## src/core/fcs_pkg.sv

```systemverilog
package fcs_pkg;
    // Register indices; byte address is four times the index
    localparam logic [15:0] IDX_CLK_DIV = 16'h1820;
    localparam logic [15:0] IDX_STATUS = 16'h1825;
    localparam logic [15:0] IDX_COMMAND = 16'h1826;
    localparam logic [15:0] IDX_ADDR_HI = 16'h1827;
    localparam logic [15:0] IDX_ADDR_LO = 16'h1828;
    localparam logic [15:0] IDX_DATA = 16'h1829;
    localparam int ADDR_W = 18;

    // Status register field positions
    localparam int BIT_CBEF = 7;
    localparam int BIT_CCF = 6;
    localparam int BIT_PVIOL = 5;
    localparam int BIT_ACCERR = 4;
    localparam int BIT_BLANK = 2;

    // Reset values
    localparam logic [7:0] RST_STATUS = 8'hc0;
    localparam logic [7:0] RST_COMMAND = 8'h00;

    // Command codes
    localparam logic [6:0] CMD_BLANK = 7'h05;
    localparam logic [6:0] CMD_BYTE_PROG = 7'h20;
    localparam logic [6:0] CMD_BURST_PROG = 7'h25;
    localparam logic [6:0] CMD_PAGE_ERASE = 7'h40;
    localparam logic [6:0] CMD_MASS_ERASE = 7'h41;

    // Command write sequence, one-hot
    typedef enum logic [2:0] {
        SEQ_IDLE = 3'b001,
        SEQ_DATA = 3'b010,
        SEQ_CMD = 3'b100
    } fcs_seq_t;

    // Request handed to the array
    typedef struct packed {
        logic [6:0] cmd;
        logic [15:0] addr;
        logic [7:0] data;
    } fcs_arr_req_t;
endpackage

```

## src/core/fcs_unit.sv

```systemverilog
// Operation
// RQ1: Writing 1 to buffer-empty launches and clears it; buffer transfer refills it.
// RQ2: Only burst program may be buffered behind a running burst program.
// RQ3: With buffer-empty at 0 no further command is accepted.
// RQ4: Complete flag sets when idle and empty; clears on launch.
// RQ5: Writes to the complete flag change nothing.
// RQ6: Launch targeting a protected location sets protect flag, command discarded.
// RQ7: Protect flag clears only by writing 1 to it.
// RQ8: Wrong command write sequence sets access error, command ignored.
// RQ9: Program or erase before divider written sets access error.
// RQ10: Stop mode during a running command sets access error.
// RQ11: Access error clears on write of 1; write of 0 does nothing.
// RQ12: Blank check end sets blank flag only when array is all erased.
// RQ13: Blank flag clears on valid launch; writes to it do nothing.
// RQ14: Decoder accepts blank check, byte program, burst program and two erases.
// RQ15: Code 0x40 erases one 512-byte page, 0x41 the whole array.
// RQ16: Any other code is illegal and sets access error.
// RQ17: Software needs blank check only for unlocking security.
// RQ18: Status bits 3, 1, 0 read zero; writes ignored.
// RQ19: Protected locations are never programmed or erased.
// RQ20: Software writes address, data, command, then launches; else access error. The code checks only the data, command, launch order.
// RQ21: Command register reads zero and resets to zero.
`timescale 1ns/100ps
module fcs_unit (
    input wire logic mclk_in,
    input wire logic rst_n_in,
    input wire logic [17:0] av_address_in,
    input wire logic av_read_in,
    input wire logic av_write_in,
    input wire logic [31:0] av_writedata_in,
    input wire logic [3:0] av_byteenable_in,
    output logic [31:0] av_readdata_out,
    output logic av_waitrequest_out,
    input wire logic [6:0] prot_sel_in,
    input wire logic prot_disable_in,
    input wire logic stop_mode_in,
    input wire logic array_done_in,
    input wire logic array_blank_in,
    output logic array_start_out,
    output fcs_pkg::fcs_arr_req_t array_req_out
);
    // Byte address of a register index
    function automatic logic [17:0] reg_addr(input logic [15:0] idx);
        reg_addr = {idx, 2'b00};
    endfunction

    // The five accepted command codes
    function automatic logic legal_code(input logic [6:0] c);
        legal_code = (c == fcs_pkg::CMD_BLANK) ||
            (c == fcs_pkg::CMD_BYTE_PROG) ||
            (c == fcs_pkg::CMD_BURST_PROG) ||
            (c == fcs_pkg::CMD_PAGE_ERASE) ||
            (c == fcs_pkg::CMD_MASS_ERASE);
    endfunction

    // Protected pages lie above the select value; mass erase hits any
    function automatic logic is_protected(input logic [6:0] c,
                                          input logic [15:0] a,
                                          input logic [6:0] sel,
                                          input logic dis);
        if (dis || c == fcs_pkg::CMD_BLANK) begin
            is_protected = 1'b0;
        end else if (c == fcs_pkg::CMD_MASS_ERASE) begin
            is_protected = 1'b1;
        end else begin
            is_protected = (a[15:9] > sel);
        end
    endfunction

    logic cbef_r, cbef_nxt, ccf_r, ccf_nxt, pviol_r, pviol_nxt;
    logic accerr_r, accerr_nxt, blank_r, blank_nxt;
    logic exec_r, exec_nxt, pend_r, pend_nxt, div_ok_r, div_ok_nxt;
    logic wait_r, wait_nxt, start_r, start_nxt;
    logic [6:0] cmd_r, cmd_nxt;
    logic [15:0] addr_r, addr_nxt;
    logic [7:0] data_r, data_nxt;
    logic [31:0] rdata_r, rdata_nxt;
    fcs_pkg::fcs_seq_t seq_r, seq_nxt;
    fcs_pkg::fcs_arr_req_t pend_req_r, pend_req_nxt;
    fcs_pkg::fcs_arr_req_t arr_r, arr_nxt;
    logic do_wr, launch_try, launch_ok, acc_set, pv_set;
    logic [7:0] wd, status_val;

    // Status as read; bits 3, 1, 0 are constant zero
    assign status_val = {cbef_r, ccf_r, pviol_r, accerr_r,
                         1'b0, blank_r, 2'b00}; // see RQ18
    assign wd = av_writedata_in[7:0];
    assign do_wr = av_write_in && !wait_r && av_byteenable_in[0];

    // Next state of bus slave, command sequencer and status flags
    always_comb begin
        cbef_nxt = cbef_r;
        pviol_nxt = pviol_r;
        accerr_nxt = accerr_r;
        blank_nxt = blank_r;
        exec_nxt = exec_r;
        pend_nxt = pend_r;
        div_ok_nxt = div_ok_r;
        cmd_nxt = cmd_r;
        addr_nxt = addr_r;
        data_nxt = data_r;
        seq_nxt = seq_r;
        pend_req_nxt = pend_req_r;
        arr_nxt = arr_r;
        rdata_nxt = rdata_r;
        start_nxt = 1'b0;
        wait_nxt = 1'b1;
        launch_try = 1'b0;
        launch_ok = 1'b0;
        acc_set = 1'b0;
        pv_set = 1'b0;
        // One wait cycle, then the answer stands for one edge
        if ((av_read_in || av_write_in) && wait_r) begin
            wait_nxt = 1'b0;
            if (av_read_in) begin
                rdata_nxt = 32'h0000_0000;
                if (av_address_in == reg_addr(fcs_pkg::IDX_STATUS)) begin
                    rdata_nxt[7:0] = status_val;
                end else if (av_address_in ==
                             reg_addr(fcs_pkg::IDX_CLK_DIV)) begin
                    rdata_nxt[0] = div_ok_r;
                end else if (av_address_in ==
                             reg_addr(fcs_pkg::IDX_ADDR_HI)) begin
                    rdata_nxt[7:0] = addr_r[15:8];
                end else if (av_address_in ==
                             reg_addr(fcs_pkg::IDX_ADDR_LO)) begin
                    rdata_nxt[7:0] = addr_r[7:0];
                end else if (av_address_in ==
                             reg_addr(fcs_pkg::IDX_DATA)) begin
                    rdata_nxt[7:0] = data_r;
                end // Command and unmapped read zero, see RQ21
            end
        end
        // Array finished the running command
        if (exec_r && array_done_in) begin
            exec_nxt = 1'b0;
            if (arr_r.cmd == fcs_pkg::CMD_BLANK) begin
                blank_nxt = array_blank_in; // see RQ12
            end
        end
        // Buffered command moves to the array when it is free
        if (pend_r && !exec_r) begin
            pend_nxt = 1'b0;
            exec_nxt = 1'b1;
            arr_nxt = pend_req_r;
            start_nxt = 1'b1;
            cbef_nxt = 1'b1; // see RQ1
        end
        if (stop_mode_in && exec_r) begin
            acc_set = 1'b1; // see RQ10
        end
        // Register writes
        if (do_wr) begin
            if (av_address_in == reg_addr(fcs_pkg::IDX_STATUS)) begin
                // Complete and blank bits are not writable, see RQ5 RQ13
                if (wd[fcs_pkg::BIT_PVIOL]) begin
                    pviol_nxt = 1'b0; // see RQ7
                end
                if (wd[fcs_pkg::BIT_ACCERR]) begin
                    accerr_nxt = 1'b0; // see RQ11
                end
                if (wd[fcs_pkg::BIT_CBEF] && cbef_r) begin
                    launch_try = 1'b1;
                    seq_nxt = fcs_pkg::SEQ_IDLE;
                    if (seq_r != fcs_pkg::SEQ_CMD) begin
                        acc_set = 1'b1; // see RQ8 RQ20
                    end else if (!legal_code(cmd_r)) begin
                        acc_set = 1'b1; // see RQ14 RQ15 RQ16
                    end else if (cmd_r != fcs_pkg::CMD_BLANK &&
                                 !div_ok_r) begin
                        acc_set = 1'b1; // see RQ9
                    end else if (is_protected(cmd_r, addr_r, prot_sel_in,
                                              prot_disable_in)) begin
                        pv_set = 1'b1; // see RQ6 RQ19
                    end else if (exec_r && !(cmd_r == fcs_pkg::CMD_BURST_PROG
                                 && arr_r.cmd == fcs_pkg::CMD_BURST_PROG))
                    begin
                        acc_set = 1'b1; // see RQ2
                    end else begin
                        launch_ok = 1'b1;
                        cbef_nxt = 1'b0; // see RQ1
                        blank_nxt = 1'b0; // see RQ13
                        pend_nxt = 1'b1;
                        pend_req_nxt = '{cmd: cmd_r, addr: addr_r,
                                         data: data_r};
                    end
                end
            end else if (av_address_in == reg_addr(fcs_pkg::IDX_CLK_DIV))
            begin
                div_ok_nxt = 1'b1;
            end else if (!cbef_r) begin
                // Buffer full: any sequence write is refused, see RQ3
                if (av_address_in == reg_addr(fcs_pkg::IDX_COMMAND) ||
                    av_address_in == reg_addr(fcs_pkg::IDX_DATA) ||
                    av_address_in == reg_addr(fcs_pkg::IDX_ADDR_HI) ||
                    av_address_in == reg_addr(fcs_pkg::IDX_ADDR_LO)) begin
                    acc_set = 1'b1;
                end
            end else if (av_address_in == reg_addr(fcs_pkg::IDX_ADDR_HI))
            begin
                addr_nxt[15:8] = wd;
            end else if (av_address_in == reg_addr(fcs_pkg::IDX_ADDR_LO))
            begin
                addr_nxt[7:0] = wd;
            end else if (av_address_in == reg_addr(fcs_pkg::IDX_DATA)) begin
                if (seq_r == fcs_pkg::SEQ_CMD) begin
                    acc_set = 1'b1; // see RQ8 RQ20
                    seq_nxt = fcs_pkg::SEQ_IDLE;
                end else begin
                    data_nxt = wd;
                    seq_nxt = fcs_pkg::SEQ_DATA;
                end
            end else if (av_address_in == reg_addr(fcs_pkg::IDX_COMMAND))
            begin
                if (seq_r != fcs_pkg::SEQ_DATA) begin
                    acc_set = 1'b1; // see RQ8 RQ20
                    seq_nxt = fcs_pkg::SEQ_IDLE;
                end else begin
                    cmd_nxt = wd[6:0];
                    seq_nxt = fcs_pkg::SEQ_CMD;
                end
            end
        end
        // Hardware set wins over a software clear in the same cycle
        if (acc_set) begin
            accerr_nxt = 1'b1;
        end
        if (pv_set) begin
            pviol_nxt = 1'b1;
        end
        ccf_nxt = cbef_nxt && !exec_nxt && !pend_nxt; // see RQ4
    end

    // Register all state
    always_ff @(posedge mclk_in) begin
        if (!rst_n_in) begin
            cbef_r <= fcs_pkg::RST_STATUS[fcs_pkg::BIT_CBEF];
            ccf_r <= fcs_pkg::RST_STATUS[fcs_pkg::BIT_CCF];
            pviol_r <= fcs_pkg::RST_STATUS[fcs_pkg::BIT_PVIOL];
            accerr_r <= fcs_pkg::RST_STATUS[fcs_pkg::BIT_ACCERR];
            blank_r <= fcs_pkg::RST_STATUS[fcs_pkg::BIT_BLANK];
            exec_r <= 1'b0;
            pend_r <= 1'b0;
            div_ok_r <= 1'b0;
            cmd_r <= fcs_pkg::RST_COMMAND[6:0]; // see RQ21
            addr_r <= 16'h0000;
            data_r <= 8'h00;
            seq_r <= fcs_pkg::SEQ_IDLE;
            pend_req_r <= '0;
            arr_r <= '0;
            rdata_r <= 32'h0000_0000;
            wait_r <= 1'b1;
            start_r <= 1'b0;
        end else begin
            cbef_r <= cbef_nxt;
            ccf_r <= ccf_nxt;
            pviol_r <= pviol_nxt;
            accerr_r <= accerr_nxt;
            blank_r <= blank_nxt;
            exec_r <= exec_nxt;
            pend_r <= pend_nxt;
            div_ok_r <= div_ok_nxt;
            cmd_r <= cmd_nxt;
            addr_r <= addr_nxt;
            data_r <= data_nxt;
            seq_r <= seq_nxt;
            pend_req_r <= pend_req_nxt;
            arr_r <= arr_nxt;
            rdata_r <= rdata_nxt;
            wait_r <= wait_nxt;
            start_r <= start_nxt;
        end
    end

    // Outputs straight from flops
    assign av_readdata_out = rdata_r;
    assign av_waitrequest_out = wait_r;
    assign array_start_out = start_r;
    assign array_req_out = arr_r;
endmodule

```

## config.mk

```make
export PLATFORM = sky130hd
export DESIGN_NAME = fcs_unit
export DESIGN_NICKNAME = d
export VERILOG_FILES = /design/src/core/fcs_pkg.sv /design/src/core/fcs_unit.sv
export SDC_FILE = /design/constraint.sdc
export NUM_CORES = 1
export LEC_CHECK = 0
export BUFFER_PORTS_ARGS = -buffer_cell sky130_fd_sc_hd__buf_2
export CAP_MARGIN = 5
export CELL_PAD_IN_SITES_DETAIL_PLACEMENT = 0
export CELL_PAD_IN_SITES_GLOBAL_PLACEMENT = 1
export CORE_MARGIN = 3
export CORE_UTILIZATION = 42
export CTS_CLUSTER_DIAMETER = 150
export DETAILED_ROUTE_END_ITERATION = 6
export PLACE_DENSITY = 0.9
export SETUP_SLACK_MARGIN = 0.4
export SLEW_MARGIN = 0
export SYNTH_ARGS = -nofsm -noshare
export SYNTH_HDL_FRONTEND = slang
export SYNTH_SLANG_ARGS = --single-unit
```

## constraint.sdc

```tcl
create_clock -name mclk_in -period 3.4 [get_ports mclk_in]
set_clock_uncertainty 0.05 [all_clocks]
set_input_delay 0.34 -clock mclk_in [delete_from_list [all_inputs] [get_ports mclk_in]]
set_output_delay 0.34 -clock mclk_in [all_outputs]
set_load 0.02 [all_outputs]
```

==> results of run 1 <==
[worst register-to-register path: cells and delay by family (launching register included)]
kind               cells  cell delay [ns]
DFF                    1             0.41
AOI/OAI and AO/OA      3             0.66
and+or+nand+nor        3             1.46
[cells in the mapped netlist, drive strengths merged, types with 6 or more instances]
cell    instances
clkbuf         30
ha              7
mux2           10
inv            13
a211oi          9
nand3          30
a222oi          6
nand3b          6
dfxtp         114
a21oi          69
mux2i          32
nand2          77
o21ai          37
nor3            7
buf            32
nand4           8
nor2           52
[power by group]
part | total [mW] | internal [mW] | switching, mW
combinational | 0.140 | 0.0406 | 0.0992
clock | 1.65 | 1.05 | 0.598
sequential | 1.35 | 1.34 | 0.00359
total | 3.13 | 2.43 | 0.701
[sequential cells by signal, indices dropped and copies added, names as in the netlist, 3 cells and up]
register         cells
seq_r                3
data_r               8
av_readdata_out      8
cmd_r                7
array_req_out       31
addr_r              16
pend_req_r          31
[logic make-up (layout without fill, tap and decap cells)]
| family | Yosys count | in the layout | share of synthesized area (%) |
|---|---|---|---|
| other | 1 | 24 | 0.0739 |
| adder cells (fa/ha/maj) | 7 | 7 | 1.72 |
| AND/OR/NAND/NOR | 217 | 217 | 22.2 |
| buffers and inverters | 75 | 132 | 7.57 |
| multiplexers | 42 | 42 | 8.53 |
| XOR/XNOR | 2 | 2 | 0.345 |
| AO/OA/AOI/OAI | 132 | 132 | 14.6 |
| flip-flops | 114 | 114 | 44.9 |
[through the flow]
step / utilization (%) / hold slack [ns] / setup WS [ns] / area [µm²]
floorplan: - / 0.366 / 1.23 / 5160
global placement: 47.2 / 0.362 / 0.798 / 5480
CTS: 51.9 / 0.0847 / 0.777 / 6030
finish: 51.9 / 0.0922 / 0.658 / 6030
global route: 51.9 / 0.0893 / 0.497 / 6030
detailed placement: 47.2 / 0.370 / 0.725 / 5480
[cell usage in the layout, fill, tap and decap left out, types with 5 or more instances in the layout]
cell type  instances
nand2_1           77
clkinv_2           5
conb_1            24
a211oi_1           9
mux2_2            10
dfxtp_1          114
a21oi_1           69
a222oi_1           6
ha_1               7
clkbuf_16         17
mux2i_1           32
inv_1             12
nand3_1           30
o21ai_0           37
buf_4              5
nor3_1             5
nand3b_1           6
buf_2             82
nand4_1            7
nor2_1            52
[final timing paths]
path / endpoint / start / depth (start not counted)
worst max-delay path: pend_req_r[0]$_SDFFE_PN0P_ / cmd_r[0]$_SDFFE_PN0P_ / 6
worst min-delay path: av_waitrequest_out$_SDFF_PN1_ / av_read_in / 2
worst max register to register: pend_req_r[0]$_SDFFE_PN0P_ / cmd_r[0]$_SDFFE_PN0P_ / 6
worst min register to register: av_waitrequest_out$_SDFF_PN1_ / av_waitrequest_out$_SDFF_PN1_ / 1
[per-layer routing]
| layer | part of all wire [%] | up-vias | GRT usage [%] |
|---|---|---|---|
| li1 | - | 2159 | - |
| met4 | 1.3 | 0 | 5.88 |
| met3 | 5.6 | 20 | 5.33 |
| met5 | 0 | - | 0 |
| met1 | 48 | 2032 | 26.9 |
| met2 | 45 | 140 | 29.3 |
[cell type report]
cell class | instances | area [µm²] | share of cell area (%)
clock buffers | 21 | 470 | 7.80
clock inverters | 10 | 85.1 | 1.41
inverters | 13 | 48.8 | 0.809
multi-input cells | 424 | 2500 | 41.4
flip-flops and latches | 114 | 2280 | 37.8
well taps | 143 | 179 | 2.97
repair buffers | 88 | 468 | 7.76
==> results by group, run 1 <==
Status
  • Status: finished, final reports clean

Cells and area
  • # fillers: 1085
  • N_diodes: 0
  • Finished Layout Cells: between 800 and 900
  • Share of cells above drive strength 1: between 20% and 30%
  • Post-layout net count: around 730
  • Area grow syn2layout: 18.8%

Synth
  • Mapped Area: around 5000 µm²
  • Synth async-reset ratio: 0%
  • Synth warn: 0
  • Mapped Avg Cell Area: ~8.6 µm²
  • Cells after Synth: 590
  • Ys flop type: dfxtp_1
  • Dominant cell type by area after synthesis: dfxtp_1
  • Synth area leaders: dfxtp_1, a21oi_1, mux2i_1, nand2_1, buf_4
  • EDFF count, synth: 0
  • Synthesis-stage register bit count: between 100 and 150
  • Yosys cell types: 51
  • Sequential-to-total area share from yosys stat: between 40% and 50%
  • Top cell type's share of synthesized area: approximately 45%

Timing
  • Final setup fails: 0
  • Period utilisation layout: 80.6%
  • Slew @ Worst Pin: around 1.2 ns
  • Max_slew headroom: approximately a fifth
  • Final hold violation count: 0
  • Setup_tns: 0 ns
  • Slew Viols, Final: 0
  • Fmax: 365 MHz
  • Period minus WS final: around 2.7 ns
  • RSZ-0062 raised after global routing: no

CTS
  • CTS root buf: clkbuf_16
  • Clock sink count: approximately 110
  • H-tree depth: 4
  • Clock transition at the registers of the reported paths: ~0.05 ns
  • CTS Hold Buffers Added: 0
  • # resized after CTS: 0
  • Clk_lat worst skew: slightly above 0.4 ns
  • CTS tree: built
  • CTS Buf Count: 17
  • Post-CTS setup buffer count: 0
  • Clock Tree Buf Depth: 2

Detailed routing
  • DR vias/cell: 5.35
  • WL/cell: around 16 µm
  • Via Count: about 4400
  • Post-DRT Antenna Nets: 0
  • DRT Pass-1 Iters: 5
  • WL final: about 13 mm
  • DR iter-0 viols: 316
  • Post-route DRC: 0

Floorplanning
  • Ports: about 130
  • Overall die height: around 120 µm
  • DIE WIDTH: 116 µm
  • Row count: 39
  • Core area: around 12000 µm²
  • Starting Density: between 40% and 50%
  • Full die area: about 13000 µm²

Worst setup path
  • WP data arrival: between 2 and 3 ns
  • Max incr delay on CP: approximately 0.68 ns
  • Crit. End Element: flip-flop
  • Largest delay contributor family on the critical path: simple AND/OR/NAND/NOR gates
  • CP max FO: 29
  • Kind of critical path: flip-flop to flip-flop
  • R2R Setup Slk: 0.66 ns
  • CP max-delay cell: nor4b_1
  • CP startpoint kind: flip-flop
  • Count of buffer and inverter cells on the critical path: 0
  • Required time of the critical path: 3.61 ns
  • Critical path cell sequence: nor4b_1 > nand3b_1 > o2111ai_1 > nand2_1 > o21ai_0 > a21oi_1

Global route
  • Largest net degree at the start of global routing: between 40 and 50
  • Number of global-route vias before repair: 4133
  • GRT Util Overall: about 19%
  • First-pass GRT wire length: 20.5 mm
  • Initial antenna violation count: 0
  • Gr ovfl total: 0

Placed design
  • Placer congestion estimate: about 0.82
  • Inst Count DP: ~780
  • IO Port Bufs: just over 80
  • Dpl hpwl: roughly 9.0 mm

Hold path
  • HP Class: input port to flip-flop

Power
  • Overall power: roughly 3.1 mW
  • PD cells: a little over 500 nW/µm²
  • VDD IR max: 0.273 mV
  • Leakage: 2.34 nW

Flow run
  • Max-Cap Viols: 0
(Power assumes the default switching activity.)
==> run 2: changes to the inputs <==
--- a/config.mk
+++ b/config.mk
@@ -5,15 +5,16 @@
 export SDC_FILE = /design/constraint.sdc
 export NUM_CORES = 1
 export LEC_CHECK = 0
+export ABC_AREA = 1
 export BUFFER_PORTS_ARGS = -buffer_cell sky130_fd_sc_hd__buf_2
 export CAP_MARGIN = 5
 export CELL_PAD_IN_SITES_DETAIL_PLACEMENT = 0
 export CELL_PAD_IN_SITES_GLOBAL_PLACEMENT = 1
 export CORE_MARGIN = 3
-export CORE_UTILIZATION = 42
+export CORE_UTILIZATION = 37
 export CTS_CLUSTER_DIAMETER = 150
 export DETAILED_ROUTE_END_ITERATION = 6
-export PLACE_DENSITY = 0.9
+export PLACE_DENSITY = 0.85
 export SETUP_SLACK_MARGIN = 0.4
 export SLEW_MARGIN = 0
 export SYNTH_ARGS = -nofsm -noshare
==> constraint.sdc (replaced) <==
create_clock -name mclk_in -period 2.75 [get_ports mclk_in]
set_clock_uncertainty 0.05 [all_clocks]
set_input_delay 0.275 -clock mclk_in [delete_from_list [all_inputs] [get_ports mclk_in]]
set_output_delay 0.275 -clock mclk_in [all_outputs]
set_load 0.02 [all_outputs]
==> run 2 against run 1 <==
Global-route usage fell by 1.9 points. Critical endpoint is now pend_req_r[17]$_SDFFE_PN0P_. Wire length is 6.5% higher. Clock power up 58%.
==> results by group, run 2 <==
Timing
  • Fmax: 464 MHz (+27%)
  • Period utilisation layout: 78.4% (-2.3 points)
  • Final hold violation count: 0 (unchanged)
  • Slew Viols, Final: 0 (unchanged)
  • Max_slew headroom: 58.7% (+39 points)
  • Final setup fails: 0 (unchanged)
  • Period minus WS final: 2.15 ns (-0.587 ns)
  • Slew @ Worst Pin: 0.618 ns (-0.577 ns)
  • Setup_tns: 0 ns (unchanged)
  • RSZ-0062 raised after global routing: no

Detailed routing
  • WL/cell: 13.1 µm (-16%)
  • Post-route DRC: 0 (unchanged)
  • Via Count: 4754 (+9.3%)
  • DRT Pass-1 Iters: 5 (unchanged)
  • DR vias/cell: 4.61 (-14%)
  • DR iter-0 viols: 417 (+32%)
  • Post-DRT Antenna Nets: 0 (unchanged)
  • WL final: 13.6 mm (+6.5%)

Flow run
  • Max-Cap Viols: 0 (unchanged)

Synth
  • Yosys cell types: 30 (-41%)
  • Top-count cell post-synth: nor2_1
  • Synth warn: 0 (unchanged)
  • Sequential-to-total area share from yosys stat: 44.0% (-0.96 points)
  • Ys flop type: dfxtp_1
  • Top cell type's share of synthesized area: 44.0% (-0.96 points)
  • Mapped Avg Cell Area: 6.85 µm² (-20%)
  • Dominant cell type by area after synthesis: dfxtp_1
  • Most common library cells after synthesis: nor2_1, nand2_1, dfxtp_1
  • Synth area leaders: dfxtp_1, nor2_1, nand2_1, o21ai_0, inv_1
  • Cells after Synth: 757 (+28%)
  • Synth async-reset ratio: 0% (unchanged)
  • EDFF count, synth: 0 (unchanged)
  • Mapped Area: 5190 µm² (+2.2%)
  • Synthesis-stage register bit count: 114 (unchanged)

Power
  • VDD IR max: 0.431 mV (+58%)
  • Leakage: 2.90 nW (+24%)
  • Flop pwr share: 37.4% (-5.6 points)
  • PD cells: 691 nW/µm² (+33%)
  • Clock group share of total power: 58.4% (+5.9 points)
  • Net switching power figure: 921 µW (+31%)
  • Internal Power: 3.52 mW (+45%)
  • Sw frac: 20.7% (-1.6 points)
  • Comb pwr share: 4.2% (-0.3 points)

Global route
  • Largest net degree at the start of global routing: 47 (+15%)
  • GRT Util Overall: 17.4% (-1.9 points)
  • Initial antenna violation count: 0 (unchanged)
  • First-pass GRT wire length: 21.8 mm (+6.7%)
  • Number of global-route vias before repair: 4370 (+5.7%)
  • Gr ovfl total: 0 (unchanged)

Placed design
  • Dpl hpwl: 9.87 mm (+9.4%)
  • Placed Instance Area: 5680 µm² (+3.7%)
  • Placer congestion estimate: 0.825 (+1.0%)
  • Inst Count DP: 997 (+27%)
  • IO Port Bufs: 82 (unchanged)

Worst setup path
  • Crit path launch: cmd_r[0]$_SDFFE_PN0P_
  • Crit. End Element: flip-flop
  • Kind of critical path: flip-flop to flip-flop
  • Worst reg2reg startpoint: cmd_r[0]$_SDFFE_PN0P_
  • WP data arrival: 2.41 ns (-0.54 ns)
  • Required time of the critical path: 3.01 ns (-0.60 ns)
  • CP startpoint kind: flip-flop
  • CP max FO: 23 (-21%)

Floorplanning
  • Core area: 13500 µm² (+16%)
  • Row count: 42 (+7.7%)
  • Overall die height: 124 µm (+7.3%)
  • Ports: 134 (unchanged)
  • Starting Density: 38.6% (-5.1 points)
  • Full die area: 15500 µm² (+15%)
  • DIE WIDTH: 124 µm (+7.3%)

Cells and area
  • N_diodes: 0 (unchanged)
  • Util after Layout: 47.8% (-4.2 points)
  • Finished Layout Cells: 1032 (+27%)
  • Share of cells above drive strength 1: 17.2% (-3.9 points)
  • Most common cell after layout, fill and taps aside: nor2_1
  • Area grow syn2layout: 23.9%
  • Commonest non-fill, non-tap cells in the layout: nor2_1, nand2_1, dfxtp_1, buf_2, o21ai_0
  • Final instance area: 6430 µm² (+6.5%)
  • # fillers: 1425 (+31%)
  • Post-layout net count: 919 (+25%)

CTS
  • CTS Buf Count: 17 (unchanged)
  • Clock sink count: 114 (unchanged)
  • Clock Tree Buf Depth: 2 (unchanged)
  • CTS Hold Buffers Added: 0 (unchanged)
  • CTS tree: built
  • H-tree depth: 4 (unchanged)
  • CTS root buf: clkbuf_16
  • Clock transition at the registers of the reported paths: 0.05 ns (about the same)
  • Clk_lat worst skew: 0.41 ns (about the same)

Hold path
  • HP Class: input port to flip-flop
  • Hold path startpoint: av_writedata_in[0]

Status
  • Status: finished, final reports clean
## run 2: power by group through the flow
stage / clock network, mW / registers [mW] / logic (mW)
after global routing: 2.71 / 1.66 / 0.210
after CTS: 2.62 / 1.66 / 0.187
after global placement: 0 / 1.70 / 0.187
final: 2.60 / 1.66 / 0.187
after detailed placement: 0 / 1.70 / 0.187
after floorplan: 0 / 1.70 / 0.136
## run 2: layout make-up
class | instances | area, µm² | area share, %
clock buffer | 18 | 439 | 6.83
sequential | 114 | 2280 | 35.5
tap | 176 | 220 | 3.43
timing repair buffer | 95 | 542 | 8.43
inverter | 77 | 289 | 4.50
multi-input combinational | 538 | 2400 | 37.3
clock inverter | 14 | 259 | 4.03
## run 2: stage by stage
step	hold slack, ns	total power [mW]	setup WS, ns
3_3_place_gp	0.393	1.88	0.591
2_1_floorplan	0.360	1.84	0.924
5_1_grt	0.115	4.58	0.391
6_report	0.101	4.44	0.595
3_5_place_dp	0.396	1.88	0.580
4_1_cts	0.0919	4.47	0.609
## run 2: cells by family (layout without fill, tap and decap cells)
| kind of cell | Yosys count | count (layout) | share of synthesized area (%) |
|---|---|---|---|
| AOI/OAI and AO/OA | 117 | 117 | 11.7 |
| muxes | 1 | 1 | 0.193 |
| adders and majority gates | 7 | 7 | 1.69 |
| other | 1 | 24 | 0.0723 |
| DFF | 114 | 114 | 44.0 |
| and+or+nand+nor | 389 | 389 | 30.8 |
| buffers and inverters | 128 | 204 | 11.6 |
## run 2: layer usage
layer | part of all wire [%] | routed length (µm) | global-route usage [%] | up-vias
met1 | 46 | 6260 | 22.7 | 2085
met3 | 5.3 | 716 | 4.37 | 18
met4 | 1.7 | 234 | 5.67 | 0
li1 | - | - | - | 2527
met5 | 0 | 0 | 0 | -
met2 | 47 | 6350 | 28.1 | 124
## run 2: worst paths after layout
kind	to	slack, ns	cells after the start
setup / recovery	pend_req_r[17]$_SDFFE_PN0P_	0.60	13
hold reg to reg	pend_req_r[27]$_SDFFE_PN0P_	0.40	2
setup reg to reg	pend_req_r[17]$_SDFFE_PN0P_	0.60	13
hold / removal	addr_r[0]$_SDFFE_PN0P_	0.10	3
## run 2: what timing repair did
item,CTS,global route
hold endpoints to repair,0,0
gates resized for setup,0,2
setup buffers,0,2
setup endpoints to repair,0,1
## run 2: worst max-delay path, stage by stage, from the launching register on
cell and delay, ns:
dfxtp_1 0.37, inv_2 0.07, nor2_2 0.12, nand4_1 0.12, nor2_1 0.17, o21ai_1 0.07
nor2_1 0.24, nand2_1 0.15, nor3_4 0.19, buf_4 0.16, buf_12 0.15, nand2_1 0.07
nand2_1 0.07, nor2_1 0.04
